===== src/twrg_pkg.sv =====
// package for the terminal watchdog and reset generator
`default_nettype none
package twrg_pkg;
    localparam int unsigned CLK_MHZ = 250;
    localparam int unsigned WDOG_MS = 128;
    localparam int unsigned PULSE_MS = 5;
    localparam int unsigned WDOG_CYC = WDOG_MS * 1000 * CLK_MHZ;
    localparam int unsigned PULSE_CYC = PULSE_MS * 1000 * CLK_MHZ;
    localparam int CNT_W = 26;
    localparam logic [3:0] ADDR_CTRL = 4'h0;
    localparam logic [3:0] ADDR_KEY = 4'h1;
    localparam logic [3:0] ADDR_STAT = 4'h2;
    localparam int CTRL_TFE_BIT = 0;
    localparam int CTRL_RSS_BIT = 1;
    localparam int KEY_FIRST_BIT = 1;
    localparam int KEY_SECOND_BIT = 0;
    localparam int ST_SAW_BIT = 0;
    localparam int ST_WOV_BIT = 1;
    localparam int ST_CIC_BIT = 2;
    localparam int ST_PULSE_BIT = 3;
    localparam logic [7:0] RST_CTRL = 8'h00;
    localparam logic [7:0] RST_STAT = 8'h00;
    typedef enum logic [1:0] {
        TWRG_KEY_IDLE = 2'b00,
        TWRG_KEY_HALF = 2'b01
    } twrg_key_t;
    typedef struct packed {
        logic [3:0] addr;
        logic [7:0] wdata;
        logic wr;
        logic rd;
    } twrg_bus_t;
endpackage
`default_nettype wire


===== src/twrg_top.sv =====
// terminal supervision: awake input, watchdog, outgoing reset pulse
//
// The register offsets and strobed register access are this design's own decisions.
`default_nettype none
module twrg_top #(
    parameter int unsigned WDOG_CYCLES = twrg_pkg::WDOG_CYC,
    parameter int unsigned PULSE_CYCLES = twrg_pkg::PULSE_CYC
) (
    // clock and reset
    input wire logic core_clk_i,
    input wire logic sys_rst_i,
    // register port
    input wire twrg_pkg::twrg_bus_t bus_i,
    output logic [7:0] rdata_o,
    // pins and layer-1 status
    input wire logic mode_pin_one_i,
    input wire logic serial_clk_active_i,
    input wire logic [3:0] ci_code_i,
    input wire logic serial_upstream_line_i,
    output logic serial_upstream_line_o,
    input wire logic board_clear_pulse_pin_i,
    output logic board_clear_pulse_pin_o,
    output logic board_clear_pulse_pin_oe_o
);
    logic tfe_r;
    logic rss_r;
    logic rss_d_r;
    logic saw_r;
    logic wov_r;
    logic cic_r;
    logic [2:0] eaw_sync_r;
    logic eaw_stable_r;
    logic [2:0] clk_sync_r;
    logic clk_stable_r;
    logic [3:0] ci_prev_r;
    logic force_du_r;
    logic [twrg_pkg::CNT_W-1:0] wdog_r;
    logic [twrg_pkg::CNT_W-1:0] pulse_r;
    logic pulse_on_r;
    twrg_pkg::twrg_key_t key_r;
    logic [7:0] rdata_r;
    logic eaw_fall;
    logic clk_rise;
    logic ci_change;
    logic wdog_expire;
    logic key_wr;
    logic key_ok;
    logic trig;
    logic [7:0] wdata;

    function automatic logic hit(input twrg_pkg::twrg_bus_t b, input logic [3:0] a);
        hit = b.wr && (b.addr == a);
    endfunction

    assign wdata = bus_i.wdata;
    assign key_wr = hit(bus_i, twrg_pkg::ADDR_KEY);

    // pin inputs: change accepted once stages two and three agree
    always_ff @(posedge core_clk_i) begin
        if (sys_rst_i) begin
            eaw_sync_r <= 3'h7;
            eaw_stable_r <= 1'b1;
            clk_sync_r <= 3'h0;
            clk_stable_r <= 1'b0;
        end else begin
            eaw_sync_r <= {eaw_sync_r[1:0], mode_pin_one_i};
            clk_sync_r <= {clk_sync_r[1:0], serial_clk_active_i};
            if (eaw_sync_r[1] == eaw_sync_r[2]) begin
                eaw_stable_r <= eaw_sync_r[2];
            end
            if (clk_sync_r[1] == clk_sync_r[2]) begin
                clk_stable_r <= clk_sync_r[2];
            end
        end
    end

    // the awake pin only means something once enabled
    assign eaw_fall = tfe_r && (eaw_sync_r[1] == eaw_sync_r[2]) && !eaw_sync_r[2]
        && eaw_stable_r;
    assign clk_rise = (clk_sync_r[1] == clk_sync_r[2]) && clk_sync_r[2] && !clk_stable_r;

    always_ff @(posedge core_clk_i) begin
        if (sys_rst_i) begin
            ci_prev_r <= 4'h0;
        end else begin
            ci_prev_r <= ci_code_i;
        end
    end
    assign ci_change = tfe_r && (ci_prev_r != ci_code_i);

    // control register: enable is one-way
    always_ff @(posedge core_clk_i) begin
        if (sys_rst_i) begin
            tfe_r <= twrg_pkg::RST_CTRL[twrg_pkg::CTRL_TFE_BIT];
            rss_r <= twrg_pkg::RST_CTRL[twrg_pkg::CTRL_RSS_BIT];
            rss_d_r <= twrg_pkg::RST_CTRL[twrg_pkg::CTRL_RSS_BIT];
        end else begin
            rss_d_r <= rss_r;
            if (hit(bus_i, twrg_pkg::ADDR_CTRL)) begin
                tfe_r <= tfe_r | wdata[twrg_pkg::CTRL_TFE_BIT];
                rss_r <= wdata[twrg_pkg::CTRL_RSS_BIT];
            end
        end
    end

    // key sequence tracker
    assign key_ok = key_wr && (key_r == twrg_pkg::TWRG_KEY_HALF)
        && !wdata[twrg_pkg::KEY_FIRST_BIT] && wdata[twrg_pkg::KEY_SECOND_BIT];
    always_ff @(posedge core_clk_i) begin
        if (sys_rst_i) begin
            key_r <= twrg_pkg::TWRG_KEY_IDLE;
        end else if (key_wr) begin
            if (wdata[twrg_pkg::KEY_FIRST_BIT] && !wdata[twrg_pkg::KEY_SECOND_BIT]) begin
                key_r <= twrg_pkg::TWRG_KEY_HALF;
            end else begin
                key_r <= twrg_pkg::TWRG_KEY_IDLE;
            end
        end
    end

    // watchdog: counts only while enabled and the serial clocks run
    assign wdog_expire = tfe_r && clk_stable_r
        && (wdog_r == twrg_pkg::CNT_W'(WDOG_CYCLES - 1));
    always_ff @(posedge core_clk_i) begin
        if (sys_rst_i) begin
            wdog_r <= '0;
        end else if (!tfe_r || key_ok || (rss_r != rss_d_r) || wdog_expire) begin
            wdog_r <= '0;
        end else if (clk_stable_r) begin
            wdog_r <= wdog_r + twrg_pkg::CNT_W'(1);
        end
    end

    // sticky flags, set wins over read-clear
    always_ff @(posedge core_clk_i) begin
        if (sys_rst_i) begin
            saw_r <= twrg_pkg::RST_STAT[twrg_pkg::ST_SAW_BIT];
            wov_r <= twrg_pkg::RST_STAT[twrg_pkg::ST_WOV_BIT];
            cic_r <= twrg_pkg::RST_STAT[twrg_pkg::ST_CIC_BIT];
        end else begin
            if (eaw_fall) begin
                saw_r <= 1'b1;
            end else if (bus_i.rd && bus_i.addr == twrg_pkg::ADDR_STAT) begin
                saw_r <= 1'b0;
            end
            if (wdog_expire) begin
                wov_r <= 1'b1;
            end else if (bus_i.rd && bus_i.addr == twrg_pkg::ADDR_STAT) begin
                wov_r <= 1'b0;
            end
            if (ci_change) begin
                cic_r <= 1'b1;
            end else if (bus_i.rd && bus_i.addr == twrg_pkg::ADDR_STAT) begin
                cic_r <= 1'b0;
            end
        end
    end

    // upstream line forced low from an awake edge until the clocks start
    always_ff @(posedge core_clk_i) begin
        if (sys_rst_i) begin
            force_du_r <= 1'b0;
        end else if (eaw_fall) begin
            force_du_r <= 1'b1;
        end else if (clk_rise) begin
            force_du_r <= 1'b0;
        end
    end
    assign serial_upstream_line_o = serial_upstream_line_i & ~force_du_r;

    // reset source choice
    assign trig = tfe_r && (rss_r ? wdog_expire
        : (eaw_fall || ci_change || clk_rise));

    // outgoing pulse; it feeds no internal reset
    always_ff @(posedge core_clk_i) begin
        if (sys_rst_i) begin
            pulse_on_r <= 1'b0;
            pulse_r <= '0;
        end else if (pulse_on_r) begin
            if (pulse_r == twrg_pkg::CNT_W'(PULSE_CYCLES - 1)) begin
                pulse_on_r <= 1'b0;
            end
            pulse_r <= pulse_r + twrg_pkg::CNT_W'(1);
        end else if (trig) begin
            pulse_on_r <= 1'b1;
            pulse_r <= '0;
        end
    end
    assign board_clear_pulse_pin_o = pulse_on_r;
    assign board_clear_pulse_pin_oe_o = pulse_on_r;

    // read port, data in the following cycle
    always_ff @(posedge core_clk_i) begin
        if (sys_rst_i) begin
            rdata_r <= 8'h00;
        end else if (bus_i.rd) begin
            unique case (bus_i.addr)
                twrg_pkg::ADDR_CTRL: rdata_r <= {6'h00, rss_r, tfe_r};
                twrg_pkg::ADDR_STAT: rdata_r <= {4'h0, pulse_on_r, cic_r, wov_r, saw_r};
                default: rdata_r <= 8'h00;
            endcase
        end else begin
            rdata_r <= 8'h00;
        end
    end
    assign rdata_o = rdata_r;
    // board_clear_pulse_pin_i is read back only by the far side
    logic unused_pin;
    assign unused_pin = board_clear_pulse_pin_i;
endmodule // twrg_top
`default_nettype wire


===== config.mk =====
export PLATFORM = sky130hd
export DESIGN_NAME = twrg_top
export DESIGN_NICKNAME = d
export VERILOG_FILES = /design/src/twrg_pkg.sv /design/src/twrg_top.sv
export SDC_FILE = /design/constraint.sdc
export NUM_CORES = 1
export LEC_CHECK = 0
export ABC_AREA = 0
export BUFFER_PORTS_ARGS = -buffer_cell sky130_fd_sc_hd__buf_2
export CORE_UTILIZATION = 55
export DETAILED_ROUTE_END_ITERATION = 8
export PLACE_DENSITY = 0.85
export SKIP_CTS_REPAIR_TIMING = 1
export SLEW_MARGIN = 20
export SYNTH_ARGS = -nofsm -noshare
export SYNTH_HDL_FRONTEND = slang
export SYNTH_SLANG_ARGS = --single-unit

===== constraint.sdc =====
create_clock -name core_clk_i -period 3.85 [get_ports core_clk_i]
set_input_delay 0.1925 -clock core_clk_i [delete_from_list [all_inputs] [get_ports core_clk_i]]
set_output_delay 0.1925 -clock core_clk_i [all_outputs]
set_load 0.03 [all_outputs]

# Word-level counts from Yosys, hierarchy flattened
# Index checks and enable logic that the tools add are counted.
# totals
regBits	82
inputBits	24
ram_bits	0
output_inout_bits	11
latch_bits	0
word_cells	80
romBits	0
memories	0
# classes
n_eq_ne	9
div	0
add_sub_neg	2
n_shift	0
magnitude_cmp	0
muxes	14
reduce_logical	34
n_mul	0
n_bitwise	4
# op_table
operator	n
26-bit by 1-bit adder with 26-bit output (second input constant)	2
26-bit 2-to-1 mux	2
26-bit by 21-bit == test with 1-bit output (second input constant)	1
26-bit by 25-bit == test with 1-bit output (second input constant)	1
1-bit logical AND	16
1-bit 2-to-1 mux	11
2-bit nonzero test	5
4-bit case mux with 2 select lines	1
1-bit zero test	5
1-bit logical OR	5
4-bit by 1-bit == test with 1-bit output (second input constant)	1
4-bit by 2-bit == test with 1-bit output (second input constant)	1
4-bit zero test	1
4-bit inequality test	1
2-bit OR reduction	2
1-bit == test	2
2-bit by 1-bit == test with 1-bit output (second input constant)	1
1-bit inverter	2
1-bit AND	1
1-bit inequality test	1
1-bit OR	1

# Logic depth before layout (Yosys ltp)
# depth
ltp_word	10
mapped_depth	9
mapped_depth_nobuf	6

# Worst setup path after synthesis
# Ideal clock, no wire load.
# synth_path
path_kind	flip-flop to flip-flop
start	register wdog_r[0] (netlist name)
end	register pulse_r[24] (netlist name)
path_buffers	2
arrival_ps	2070
setup_ps	140
period_less_slack_ps	2211
path_slack_ps	1639
required_time_ps	3710
path_stages_with_launch	9
path_cell_list	dfxtp_1 ha_1 nand4_1 or4_1 buf_2 o41a_4 o211ai_4 buf_6 o211ai_1
# synth_between
elab_chain_len	5
# synth_lines
element	line	text
start, declared	twrg_top.sv:37	logic [twrg_pkg::CNT_W-1:0] wdog_r;
start signal, assigned	twrg_top.sv:130	wdog_r <= wdog_r + twrg_pkg::CNT_W'(1);
26-bit by 25-bit == test with 1-bit output	twrg_top.sv:123	&& (wdog_r == twrg_pkg::CNT_W'(WDOG_CYCLES - 1));
1-bit logical AND	twrg_top.sv:123	
1-bit 2-to-1 mux	twrg_top.sv:172	assign trig = tfe_r && (rss_r ? wdog_expire
1-bit logical AND	twrg_top.sv:172	
2-bit nonzero test (no source line)	--	
end signal, assigned	twrg_top.sv:184	pulse_r <= pulse_r + twrg_pkg::CNT_W'(1);
end, declared	twrg_top.sv:38	logic [twrg_pkg::CNT_W-1:0] pulse_r;
# No other way between the ends.
# A chain may end at the register's enable or synchronous reset.

# Final worst setup path
# layout_path
start	register wdog_r[0] (netlist name)
end	register pulse_r[12] (netlist name)
# The elaborated chain is that of the path after synthesis.

==> summary.txt <==
Yosys
  – Synth area leader: dfxtp_1
  – Ys async rst share: 0%
  – Mapped Area: 3550 um^2
  – Most frequent cell after synthesis: dfxtp_1
  – Share of the synthesized area in the top cell type: 43.5%
  – Number of synthesized flops with an enable pin: 0
  – Avg Synthesized Cell Area: 8.59 um^2
  – Synth Flop Type: dfxtp_1
  – Seq/Total Area, Yosys: 43.5%
  – Synth top cells by count: 77 x dfxtp_1, 61 x nor2_1, 25 x inv_1
  – Ys Warns: 0
  – Number of distinct library cells after synthesis: 49
  – Register bit total from synthesis: 77
  – Mapped Cells: 413
  – Main area contributors after synthesis: dfxtp_1 43%, nor2_1 6.5%, xnor2_1 5.9%

Floorplan
  – Core ar.: 6060 um^2
  – Die Y-Extent: 82.3 um
  – Die area: 6770 um^2
  – Num rows: 28
  – # IOs: 35
  – Initial Util: 58.5%
  – Die Wd: 82.3 um

CTS
  – CTS sink cnt: 77
  – CTS max path bufs: 2
  – CTS buffer count: 9
  – Root Buffer: clkbuf_8
  – CTS tree: built
  – Clk_lat worst skew: 0.35 ns
  – H-tree depth: 3
  – Reg clk slew, reported paths: 0.08 ns

STA
  – Final setup violating endpoints: 0
  – Worst Tran Pin Value: 0.900 ns
  – RSZ-0062 raised after global routing: false
  – Top achievable clock speed: 374 MHz
  – Final WS setup: 1.17 ns
  – Fin Setup TNS: 0 ns
  – Rel. slew slack: 39.7%
  – Minimum clock period: 2.68 ns
  – Period utilization: 69.5%
  – Fin. Hold Viols: 0
  – Setup Skew: 0.0109 ns
  – Slew Limit Fails: 0

Final layout
  – Diode count: 0
  – Area growth syn-to-layout: 9.88%
  – # nets final: 458
  – Final Instance Area: 3900 um^2
  – Fraction of layout cells with a size suffix above 1: 11.9%

Pwr
  – IR Drop Worst-Case VDD: 0.277 mV
  – P_leak: 0.00123 uW
  – Power Total: 1540 uW
  – Pwr per Cell Area: 396 nW/um^2

GRT
  – First-pass GRT wire length: 12700 um
  – Initial antenna violation count: 0
  – Pin count of the biggest net entering global routing: 25
  – Tot GR Track Use: 24.9%
  – Overflow after GRT: 0
  – Vias in the first global route: 2824

Routing
  – Total number of vias: 3029
  – Final wirelength: 7570 um
  – WL/cell: 14.8 um
  – Remaining antenna violation count after routing: 0
  – First drt pass iteration count: 5
  – Via density: 5.93
  – Starting DRT DRC Count: 160
  – Residual DRC: 0

Placement
  – Pre-CTS setup slack: 1.23 ns
  – Placed Area: 3660 um^2
  – Routability cong.: 0.865
  – DP HPWL: 5150 um
  – Port buffer count: 23

Worst setup path
  – WS Path Type: reg2reg
  – Worst r2r src: wdog_r[0]
  – Setup crit start: wdog_r[0]
  – CP startpoint kind: register
  – Worst EP arrival: 2.88 ns
  – CP max FO: 18
  – CP required: 4.06 ns
  – CP Capture Type: register

Run
  – Max Cap Viol: 0

Outcome
  – Outcome: finished clean

Hold path
  – Hold WC Path Type: in2reg
  – Hold path start: mode_pin_one_i
==> path summary, 6_finish.rpt <==
| kind | end | slack (ns) | cells past startpoint |
|---|---|---|---|
| worst max-delay path | pulse_r[12] | 1.17 | 6 |
| worst min-delay path | eaw_sync_r[0] | 0.05 | 2 |
| worst max register to register | pulse_r[12] | 1.17 | 6 |
| worst min register to register | eaw_sync_r[1] | 0.41 | 1 |
==> per-stage QoR <==
stage	cells	utilization [%]	hold WS [ns]
2_1_floorplan	416	-	0.296
3_3_place_gp	495	60.5	0.392
3_5_place_dp	495	60.5	0.393
4_1_cts	511	64.2	0.0342
5_1_grt	511	64.3	0.0221
6_report	511	64.3	0.0481
==> registers in the layout (all words and copies together) (netlist names) <==
signal	flops
board_clear_pulse_pin_o	1
ci_prev_r	4
cic_r	1
clk_stable_r	1
clk_sync_r	3
eaw_stable_r	1
eaw_sync_r	3
force_du_r	1
key_r	1
pulse_r	26
rdata_o	4
rss_d_r	1
rss_r	1
saw_r	1
tfe_r	1
wdog_r	26
wov_r	1
==> report_power, final <==
part	internal [uW]	total, uW	switching [uW]
Combinational	17.9	48.4	30.5
Sequential	801	806	4.19
Clock	384	688	304
==> cell families (layout without fill, tap and decap cells) <==
group | Yosys count | count (layout) | synth area share [%]
other | 1 | 4 | 0.106
XOR/XNOR | 33 | 33 | 8.15
buffers and inverters | 44 | 64 | 5.54
flip-flops | 77 | 77 | 43.5
AND/OR/NAND/NOR | 194 | 194 | 28.3
multiplexers | 8 | 8 | 2.26
adder cells (fa/ha/maj) | 3 | 3 | 1.06
AO/OA/AOI/OAI | 53 | 53 | 11.1
==> cells in the final DEF, fill, tap and decap left out, types with 3 or more instances in the layout <==
cell type,instances
buf_2,23
xor2_1,9
nand2_1,24
dfxtp_1,77
nand4_1,24
inv_1,25
or4_1,7
nand3_1,19
nor2_1,61
nor2b_1,12
and4_1,6
o21ai_0,12
a21oi_1,10
conb_1,4
or2_2,7
mux2i_1,8
or3_1,6
nor3_1,10
ha_1,3
o311ai_0,3
o211ai_1,10
nor4_1,10
clkbuf_8,10
xnor2_1,24
==> worst max-delay path: stages (launching register included) <==
cell,delay [ns]
dfxtp_1,0.40
ha_1,0.21
nand4_1,0.13
or4_1,0.63
o41a_4,0.46
o211ai_4,0.52
o221ai_1,0.18
==> final cells by class <==
type,instances,area [um^2]
timing repair buffer,23,115
sequential,77,1540
fill,487,2160
multi-input combinational,295,1830
inverter,25,93.8
tap,75,93.8
clock buffer,11,141
clock inverter,5,83.8
==> routing by layer <==
layer / global-route usage, % / vias to the layer above / part of all wire, %
met4: 9.12 / 0 / 1.8
met2: 43.2 / 83 / 50
met5: 0 / - / 0
met1: 28.4 / 1444 / 44
li1: - / 1492 / -
met3: 7.91 / 10 / 4.8
Note: power is estimated with default switching activity, not from simulation.
